--- config.mk ---
export PLATFORM = sky130hd
export DESIGN_NAME = etk_top
export DESIGN_NICKNAME = d
export VERILOG_FILES = /design/src/rtl/etk_tracker.v /design/src/rtl/etk_top.v
export VERILOG_INCLUDE_DIRS = /design/src /design/src/inc
export SDC_FILE = /design/constraint.sdc
export NUM_CORES = 1
export LEC_CHECK = 0
export BUFFER_PORTS_ARGS = -buffer_cell sky130_fd_sc_hd__buf_2
export CORE_ASPECT_RATIO = 0.7
export CORE_MARGIN = 2
export CORE_UTILIZATION = 50
export CTS_CLUSTER_DIAMETER = 150
export DETAILED_ROUTE_END_ITERATION = 6
export PLACE_DENSITY = 0.72
export SLEW_MARGIN = 15
export SYNTH_ARGS = -nofsm -noshare
export SYNTH_HDL_FRONTEND = slang
export SYNTH_SLANG_ARGS = --single-unit
--- constraint.sdc ---
create_clock -name mclk_i -period 4.5 [get_ports mclk_i]
set_input_delay 0 -clock mclk_i [delete_from_list [all_inputs] [get_ports mclk_i]]
set_output_delay 0 -clock mclk_i [all_outputs]
set_load 0.01 [all_outputs]
--- src/inc/etk_consts.vh ---
// Constants of the ECC error tracking block: opcodes, register
// addresses, field positions, widths and reset values.
// Definitions only; included by the design files by bare name.
`ifndef ETK_CONSTS_VH
`define ETK_CONSTS_VH

// Serial opcodes
`define ETK_OP_READ_ANY_REG 8'h65
`define ETK_OP_UNIT_STATUS 8'h19
`define ETK_OP_STATE_CLEAR 8'h1B

// Read-any-register addresses, one byte per address
`define ETK_RA_STATUS 24'h000010
`define ETK_RA_CNT_LO 24'h000020
`define ETK_RA_CNT_HI 24'h000021
`define ETK_RA_TRAP_B0 24'h000030
`define ETK_RA_TRAP_B1 24'h000031
`define ETK_RA_TRAP_B2 24'h000032
`define ETK_RA_TRAP_B3 24'h000033

// Field layout and reset values
`define ETK_FLAG_BIT 4
`define ETK_UNIT_LSB 3
`define ETK_ADDR_W 24
`define ETK_CNT_W 16
`define ETK_TRAP_W 32
`define ETK_CNT_RST 16'h0000
`define ETK_CNT_MAX 16'hFFFF
`define ETK_TRAP_RST 32'h00000000

// Error classes reported by the array read checker
`define ETK_NERR_NONE 2'h0
`define ETK_NERR_TWO 2'h2
`define ETK_NERR_THREE 2'h3

// Last bit index of each serial frame part (length in link clocks minus one)
`define ETK_OP_BITS 5'h07
`define ETK_ADDR_BITS 5'h17
`define ETK_BYTE_BITS 3'h7

`endif

--- src/rtl/etk_tracker.v ---
// Error state of the ECC: sticky flag, saturating counter, address trap.
// Events and clears come from logic on the same clock.
`timescale 1ns/1ps
`include "etk_consts.vh"

module etk_tracker #(
  parameter CNT_W = `ETK_CNT_W
) (
  // Clock and reset
  input wire mclk_i,
  input wire arst_n_i,
  // Events
  input wire evt_i,
  input wire [23:0] evt_addr_i,
  input wire clr_i,
  input wire wipe_i,
  // State
  output wire flag_o,
  output wire [CNT_W-1:0] cnt_o,
  output wire [31:0] trap_o
);

  reg flag_reg;
  reg armed_reg;
  reg [CNT_W-1:0] cnt_reg;
  reg [31:0] trap_reg;
  wire [CNT_W-1:0] cnt_max;

  assign cnt_max = {CNT_W{1'b1}};

  // Wipe (reset, power down) beats everything; an event with a clear acts as clear then event
  always @(posedge mclk_i or negedge arst_n_i) begin
    if (!arst_n_i) begin
      flag_reg <= 1'b0;
      armed_reg <= 1'b1;
      cnt_reg <= {CNT_W{1'b0}};
      trap_reg <= `ETK_TRAP_RST;
    end else if (wipe_i) begin
      flag_reg <= 1'b0;
      armed_reg <= 1'b1;
      cnt_reg <= {CNT_W{1'b0}};
      trap_reg <= `ETK_TRAP_RST;
    end else if (evt_i) begin
      flag_reg <= 1'b1;
      armed_reg <= 1'b0;
      if (clr_i) begin
        cnt_reg <= {{(CNT_W-1){1'b0}}, 1'b1};
      end else if (cnt_reg != cnt_max) begin
        cnt_reg <= cnt_reg + {{(CNT_W-1){1'b0}}, 1'b1};
      end
      // Only the first failing unit is kept
      if (armed_reg || clr_i) begin
        trap_reg <= {8'h00, evt_addr_i[23:3], 3'h0};
      end
    end else if (clr_i) begin
      flag_reg <= 1'b0;
      armed_reg <= 1'b1;
      cnt_reg <= {CNT_W{1'b0}};
      trap_reg <= `ETK_TRAP_RST;
    end
  end

  assign flag_o = flag_reg;
  assign cnt_o = cnt_reg;
  assign trap_o = trap_reg;

endmodule

--- src/rtl/etk_top.v ---
// ECC error tracking with its serial command front end.
// Assumes a single-lane SPI mode 0 host, much slower than mclk_i, and
// an array read path that reports the error class of each unit read.
//
// Summary of operation
// Every array read checks its whole 8-byte unit for three-bit errors.
// Two-bit errors are written back corrected and never reported.
// Checking is always on; nothing can disable detection or correction.
// Trap keeps unit address of first three-bit error since reset/clear.
// Unit address sits in the three low bytes of the trap.
// Counter adds one per three-bit error on an array read.
// Counter stops at FFFF.
// Counter reads zero after deep power down.
// Trap reads zero after deep power down.
// Counter cleared by any reset; clear command clears it too.
// Status bit 4 sets on three-bit error, clear command resets it.
// Status, counter and trap are read through read-any-register 65h.
// Opcode 19h plus unit address returns that unit's status byte.
// Opcode 1Bh, no address, clears flag, trap and counter.
// Special sector and register reads never touch the error state.
// Host must check flag or counter, since unit zero traps as zero.
// Status read drops address bits 2:0, waits dummies, gives 8 bits.
// Clear command needs no write enable latch.
// Trap address is the read address with bits 2:0 forced to zero.
`timescale 1ns/1ps
`include "etk_consts.vh"

module etk_top #(
  parameter CNT_W = `ETK_CNT_W
) (
  // Clock and reset
  input wire mclk_i,
  input wire arst_n_i,
  // System events
  input wire soft_rst_i,
  input wire deep_power_down_i,
  input wire [3:0] latency_i,
  // Serial pins
  input wire cs_n_i,
  input wire sck_i,
  input wire si_i,
  output wire so_o,
  output wire so_oe_o,
  // Array read results
  input wire rd_valid_i,
  input wire [23:0] rd_addr_i,
  input wire [1:0] rd_nerr_i,
  input wire rd_array_i,
  // Corrected write-back
  output wire wb_req_o,
  output wire [23:0] wb_addr_o,
  // Unit status query to the array
  output wire qry_req_o,
  output wire [23:0] qry_addr_o,
  input wire qry_ack_i,
  input wire qry_err3_i,
  // Error state
  output wire triple_bit_error_flag_o,
  output wire [CNT_W-1:0] ecc_detection_counter_o,
  output wire [31:0] ecc_error_address_trap_o
);

  localparam ST_CMD = 3'h0;
  localparam ST_ADDR = 3'h1;
  localparam ST_DUMMY = 3'h2;
  localparam ST_DATA = 3'h3;
  localparam ST_SKIP = 3'h4;

  // Pin synchronisers: bit 0 cs_n, bit 1 sck, bit 2 si
  reg [2:0] pin_meta_reg;
  reg [2:0] pin_sync_reg;
  reg [2:0] pin_prev_reg;
  wire cs_n_s;
  wire sck_s;
  wire si_s;
  wire sck_rise;
  wire sck_fall;
  wire cs_rise;

  // Serial engine
  reg [2:0] st_reg;
  reg [4:0] bcnt_reg;
  reg [7:0] op_reg;
  reg [23:0] sh_in_reg;
  reg [23:0] addr_reg;
  reg [3:0] dcnt_reg;
  reg [7:0] sh_out_reg;
  reg so_reg;
  reg so_oe_reg;
  reg load_reg;
  reg clr_arm_reg;
  reg clr_reg;
  wire [23:0] addr_full;

  // Query and write-back
  reg qry_req_reg;
  reg [23:0] qry_addr_reg;
  reg qry_flag_reg;
  reg wb_req_reg;
  reg [23:0] wb_addr_reg;

  // Tracker side
  wire evt;
  wire wipe;
  wire flag;
  wire [CNT_W-1:0] cnt;
  wire [31:0] trap;
  wire [15:0] cnt_ext;
  wire [7:0] cnt_b0;
  wire [7:0] cnt_b1;
  wire [7:0] out_byte;

  // Byte seen by read-any-register at one address; unmapped reads zero
  function [7:0] reg_byte;
    input [23:0] a;
    input fl;
    input [7:0] c0;
    input [7:0] c1;
    input [31:0] t;
    begin
      case (a)
        `ETK_RA_STATUS: reg_byte = {3'h0, fl, 4'h0};
        `ETK_RA_CNT_LO: reg_byte = c0;
        `ETK_RA_CNT_HI: reg_byte = c1;
        `ETK_RA_TRAP_B0: reg_byte = t[7:0];
        `ETK_RA_TRAP_B1: reg_byte = t[15:8];
        `ETK_RA_TRAP_B2: reg_byte = t[23:16];
        `ETK_RA_TRAP_B3: reg_byte = t[31:24];
        default: reg_byte = 8'h00;
      endcase
    end
  endfunction

  // The first stage never feeds logic; edges compare the second and third stages
  always @(posedge mclk_i or negedge arst_n_i) begin
    if (!arst_n_i) begin
      pin_meta_reg <= 3'h1;
      pin_sync_reg <= 3'h1;
      pin_prev_reg <= 3'h1;
    end else begin
      pin_meta_reg <= {si_i, sck_i, cs_n_i};
      pin_sync_reg <= pin_meta_reg;
      pin_prev_reg <= pin_sync_reg;
    end
  end

  assign cs_n_s = pin_sync_reg[0];
  assign sck_s = pin_sync_reg[1];
  assign si_s = pin_sync_reg[2];
  assign sck_rise = !cs_n_s && sck_s && !pin_prev_reg[1];
  assign sck_fall = !cs_n_s && !sck_s && pin_prev_reg[1];
  assign cs_rise = cs_n_s && !pin_prev_reg[0];
  assign addr_full = {sh_in_reg[22:0], si_s};

  // Status byte for a unit query carries only that unit's flag
  assign out_byte = (op_reg == `ETK_OP_UNIT_STATUS) ?
    {3'h0, qry_flag_reg, 4'h0} :
    reg_byte(addr_reg, flag, cnt_b0, cnt_b1, trap);

  // Counter seen as its two register bytes whatever CNT_W is
  generate
    if (CNT_W >= 16) begin : g_cnt_wide
      assign cnt_ext = cnt[15:0];
    end else begin : g_cnt_narrow
      assign cnt_ext = {{(16-CNT_W){1'b0}}, cnt};
    end
  endgenerate

  assign cnt_b0 = cnt_ext[7:0];
  assign cnt_b1 = cnt_ext[15:8];

  // Serial command engine; bits in on rising, out on falling sck
  always @(posedge mclk_i or negedge arst_n_i) begin
    if (!arst_n_i) begin
      st_reg <= ST_CMD;
      bcnt_reg <= 5'h00;
      op_reg <= 8'h00;
      sh_in_reg <= 24'h000000;
      addr_reg <= 24'h000000;
      dcnt_reg <= 4'h0;
      sh_out_reg <= 8'h00;
      so_reg <= 1'b0;
      so_oe_reg <= 1'b0;
      load_reg <= 1'b0;
      clr_arm_reg <= 1'b0;
      clr_reg <= 1'b0;
    end else begin
      clr_reg <= 1'b0;
      if (cs_n_s) begin
        // Clear runs only when the frame ends right after the opcode
        clr_reg <= cs_rise && clr_arm_reg;
        st_reg <= ST_CMD;
        bcnt_reg <= 5'h00;
        dcnt_reg <= 4'h0;
        so_oe_reg <= 1'b0;
        load_reg <= 1'b0;
        clr_arm_reg <= 1'b0;
      end else begin
        case (st_reg)
          ST_CMD: begin
            if (sck_rise) begin
              sh_in_reg <= {sh_in_reg[22:0], si_s};
              bcnt_reg <= bcnt_reg + 5'h01;
              if (bcnt_reg == `ETK_OP_BITS) begin
                op_reg <= {sh_in_reg[6:0], si_s};
                bcnt_reg <= 5'h00;
                case ({sh_in_reg[6:0], si_s})
                  `ETK_OP_READ_ANY_REG: st_reg <= ST_ADDR;
                  `ETK_OP_UNIT_STATUS: st_reg <= ST_ADDR;
                  `ETK_OP_STATE_CLEAR: begin
                    st_reg <= ST_SKIP;
                    clr_arm_reg <= 1'b1;
                  end
                  default: st_reg <= ST_SKIP;
                endcase
              end
            end
          end
          ST_ADDR: begin
            if (sck_rise) begin
              sh_in_reg <= addr_full;
              bcnt_reg <= bcnt_reg + 5'h01;
              if (bcnt_reg == `ETK_ADDR_BITS) begin
                bcnt_reg <= 5'h00;
                if (op_reg == `ETK_OP_UNIT_STATUS) begin
                  addr_reg <= {addr_full[23:3], 3'h0};
                end else begin
                  addr_reg <= addr_full;
                end
                if (latency_i == 4'h0) begin
                  st_reg <= ST_DATA;
                  load_reg <= 1'b1;
                end else begin
                  st_reg <= ST_DUMMY;
                end
              end
            end
          end
          ST_DUMMY: begin
            // Gives the array time to answer a unit query
            if (sck_rise) begin
              dcnt_reg <= dcnt_reg + 4'h1;
              if (dcnt_reg == latency_i - 4'h1) begin
                st_reg <= ST_DATA;
                load_reg <= 1'b1;
              end
            end
          end
          ST_DATA: begin
            if (sck_fall) begin
              so_oe_reg <= 1'b1;
              if (load_reg) begin
                so_reg <= out_byte[7];
                sh_out_reg <= {out_byte[6:0], 1'b0};
                load_reg <= 1'b0;
              end else begin
                so_reg <= sh_out_reg[7];
                sh_out_reg <= {sh_out_reg[6:0], 1'b0};
              end
            end
            if (sck_rise) begin
              bcnt_reg <= bcnt_reg + 5'h01;
              if (bcnt_reg[2:0] == `ETK_BYTE_BITS) begin
                bcnt_reg <= 5'h00;
                if (op_reg == `ETK_OP_UNIT_STATUS) begin
                  // Past the status byte the host gets zeros
                  st_reg <= ST_SKIP;
                end else begin
                  addr_reg <= addr_reg + 24'h000001;
                  load_reg <= 1'b1;
                end
              end
            end
          end
          ST_SKIP: begin
            if (sck_rise) begin
              clr_arm_reg <= 1'b0;
            end
            if (sck_fall) begin
              so_reg <= 1'b0;
            end
          end
          default: st_reg <= ST_CMD;
        endcase
      end
    end
  end

  // Unit query: request held until the array acknowledges
  always @(posedge mclk_i or negedge arst_n_i) begin
    if (!arst_n_i) begin
      qry_req_reg <= 1'b0;
      qry_addr_reg <= 24'h000000;
      qry_flag_reg <= 1'b0;
    end else begin
      if (st_reg == ST_ADDR && sck_rise && !cs_n_s &&
          bcnt_reg == `ETK_ADDR_BITS &&
          op_reg == `ETK_OP_UNIT_STATUS) begin
        qry_req_reg <= 1'b1;
        qry_addr_reg <= {addr_full[23:3], 3'h0};
        qry_flag_reg <= 1'b0;
      end else if (qry_req_reg && qry_ack_i) begin
        qry_req_reg <= 1'b0;
        qry_flag_reg <= qry_err3_i;
      end
    end
  end

  // Checker result per array read; no switch can mask it
  assign evt = rd_valid_i && rd_array_i &&
    rd_nerr_i == `ETK_NERR_THREE;
  assign wipe = soft_rst_i || deep_power_down_i;

  // Corrected unit goes back in the refresh, silently
  always @(posedge mclk_i or negedge arst_n_i) begin
    if (!arst_n_i) begin
      wb_req_reg <= 1'b0;
      wb_addr_reg <= 24'h000000;
    end else begin
      wb_req_reg <= rd_valid_i && rd_array_i &&
        rd_nerr_i != `ETK_NERR_NONE &&
        rd_nerr_i != `ETK_NERR_THREE;
      if (rd_valid_i) begin
        wb_addr_reg <= {rd_addr_i[23:3], 3'h0};
      end
    end
  end

  etk_tracker #(
    .CNT_W(CNT_W)
  ) u_tracker (
    .mclk_i(mclk_i),
    .arst_n_i(arst_n_i),
    .evt_i(evt),
    .evt_addr_i(rd_addr_i),
    .clr_i(clr_reg),
    .wipe_i(wipe),
    .flag_o(flag),
    .cnt_o(cnt),
    .trap_o(trap)
  );

  assign so_o = so_reg;
  assign so_oe_o = so_oe_reg;
  assign wb_req_o = wb_req_reg;
  assign wb_addr_o = wb_addr_reg;
  assign qry_req_o = qry_req_reg;
  assign qry_addr_o = qry_addr_reg;
  assign triple_bit_error_flag_o = flag;
  assign ecc_detection_counter_o = cnt;
  assign ecc_error_address_trap_o = trap;

endmodule

==> results.cfg <==
[grt]
antenna_found_initial = 0
gr-total-overflow = 0
grt_pass1_wl_um = 32200
grt_start_max_net_pins = 78
grt_pass1_vias = 6300
grt_usage_pct = 23.0

[synth]
synthDistinctLibCells = 71
synth-compound-area-share_pct = 12.9
synth_xor_area_share_pct = 2.34
synth_seq_area_share_pct = 52.0
synth_cells = 805
synthArstFlopShare_pct = 100
yosys.area_share.simple_pct = 15.6
synth_edf_count = 0
synth_flop_cell = dfrtp_1
synthMuxAreaShare_pct = 11.4
synth.area.top_cells = dfrtp_1, mux2_1, nand2_1, mux2_2, a21oi_1
synth_warnings = 0
synth_top_area_cell = dfrtp_1
synth_top_area_share_pct = 50.7
synth_fa_ha_area_share_pct = 1.52
synth_top_family_by_area = simple AND/OR/NAND/NOR gates
syn_area_um2 = 8240
ys_ff_latch = 171
syn_avg_cell_area_um2 = 10.2

[critical_path]
critPathRequiredTime_ns = 4.81
path_max_fanout = 23
crit_arrival_ns = 3.05
worstSetupPathType = flip-flop to flip-flop
rrSetupSlack_ns = 1.76
path_cells = nor4b_1 > nand2_1 > nor4_4 > buf_4 > a21oi_1 > dlygate4sd3_1
cpPeakStageDelay_ns = 0.58
critPathCaptureType = flip-flop
cp_slowest_cell = dlygate4sd3_1
cp_num_buf_inv = 2
start_kind = flip-flop
critical-path-top-delay-family = simple AND/OR/NAND/NOR gates

[floorplan]
die_w_um = 157
core_um2 = 16200
ios = 142
die_area_um2 = 17500
start_util_pct = 50.9
die_h_um = 111
std_cell_rows = 39

[sta]
drv_slew = 0
setup-tns-final_ns = 0
finClkSkew_ns = 0.0124
finalSetupViolCount = 0
period_needed_ns = 2.74
worst_pin_slew_ns = 0.914
rsz0062_at_grt = no
hold_violations = 0
fmax_mhz = 365
period_share_pct = 60.9
slew_headroom_pct = 38.9

[drt]
vias = 6635
routed_wl_um = 19300
final_antenna_net_count = 0
drt_iter0_markers = 644
drcViolationCount = 0
via_per_inst = 5.58
avgRoutedWirePerCell_um = 16.3
dr.pass1.iters = 5

[placement]
place_congestion = 0.873
dp.final_hpwl_um = 13100
dp.cells = 1119
port-buffer-count = 121

[clock_tree]
cts_resized = 0
cts.sink_count = 171
clk_pin_slew_worst_paths_ns = 0.07
clockBufferDepth = 2
cts_buffers = 17
clock_latency_ns = 0.43
cts_tree = done
cts_root_buffer = clkbuf_16
htreeDepth = 4

[finish]
drive_gt1_share_pct = 21.5
syn_to_final_growth_pct = 21.5
num-nets-final = 1002
fin_util_pct = 61.8
layoutNonFillerInstCount = 1189
final_cell_mix = dfrtp_1, buf_2, nand2_1
multi_input_area_um2 = 3680
regArea_um2 = 4280
layout_commonest_cell = dfrtp_1
largest_register_ffs = 24
antenna_cells = 0
nFillCells = 1346

[power]
ir_drop_uv = 236
leakagePower_nw = 4.63
p_per_area_nw_per_um2 = 348

[flow_run]
drv_cap = 0

[worst_hold_path]
hp-class = primary input to flip-flop

[run_status]
status = finished, final reports clean
==> worst register-to-register path, stage by stage (launching register included) <==
cell,delay [ns]
dfrtp_1,0.38
nor4b_1,0.48
nand2_1,0.41
nor4_4,0.34
buf_4,0.34
a21oi_1,0.10
dlygate4sd3_1,0.58
==> cell type report <==
type / instances / share of cell area, %
flip-flops and latches: 171 / 42.8
clock buffers: 18 / 4.29
well taps: 225 / 2.81
repair buffers: 167 / 10.5
multi-input cells: 575 / 36.8
clock inverters: 14 / 2.06
inverters: 19 / 0.713
==> synth_stat cells, types with 3 or more instances <==
cell type    n
dfrtp_1    167
nand2_1    104
a21oi_1     54
nor2_1      53
mux2_1      47
o21ai_1     42
clkbuf_1    32
mux2_2      29
o21ai_0     24
nand3_1     23
nand4_1     18
buf_4       17
inv_1       17
xor2_1      13
ha_1        10
nor3_1      10
xnor2_1      9
mux2i_1      8
nor4_1       8
nor3b_1      7
or3_1        7
a2bb2oi_1    6
and3_1       6
o22ai_1      6
a22oi_1      5
buf_2        5
a21o_1       4
dfstp_2      4
o211ai_1     4
a222oi_1     3
a31oi_1      3
and4_1       3
nor2b_1      3
o22a_1       3
==> kinds of logic (layout without fill, tap and decap cells) <==
kind of cell,Yosys count,count (layout)
AOI/OAI and AO/OA,177,177
xor gates and xnor gates,22,22
adders and majority gates,10,10
buffers and inverters,75,218
DFF,171,171
muxes,84,84
other,1,17
and+or+nand+nor,265,265
==> metal layers <==
layer | vias up | wire, um | global-route usage (%)
met5 | - | 0 | 0
met4 | 0 | 277 | 6.36
met3 | 26 | 1020 | 4.24
met2 | 190 | 8470 | 33.3
met1 | 3262 | 9560 | 35.6
li1 | 3157 | - | -
==> where the power goes <==
part / internal [mW] / switching, mW / total [mW]
registers: 1.59 / 0.0644 / 1.65
logic: 0.105 / 0.130 / 0.235
clock network: 0.943 / 0.649 / 1.59
==> final timing paths <==
check                                                 end  cells past startpoint                 startpoint
setup reg to reg                 qry_flag_reg$_DFFE_PN0P_                      6      op_reg[5]$_DFFE_PN0P_
setup / recovery                 qry_flag_reg$_DFFE_PN0P_                      6      op_reg[5]$_DFFE_PN0P_
min in group asynchronous      qry_addr_o[15]$_DFFE_PN0P_                      2                   arst_n_i
hold / removal                      st_reg[0]$_DFFE_PN0P_                      5               latency_i[3]
max in group asynchronous  u_tracker.cnt_o[9]$_DFFE_PN0P_                      3                   arst_n_i
hold reg to reg                 pin_sync_reg[1]$_DFF_PN0_                      0  pin_meta_reg[1]$_DFF_PN0_
==> through the flow <==
stage | area (um2) | worst slack, ns | hold slack [ns] | power [mW]
6_report | 10000 | 1.76 | 0.0127 | 3.48
3_3_place_gp | 8990 | 1.88 | 0.0797 | 1.89
5_1_grt | 10000 | 1.53 | 0.0396 | 3.61
4_1_cts | 10000 | 1.76 | 0.00193 | 3.51
2_1_floorplan | 8300 | 2.34 | -0.296 | 1.79
3_5_place_dp | 8990 | 1.83 | 0.0814 | 1.90
==> repair_timing <==
item | CTS | global route
setup buffers | 0 | 0
hold endpoints to repair | 125 | 0
hold buffers | 38 | 0
Power figures use the tool's default switching activity.
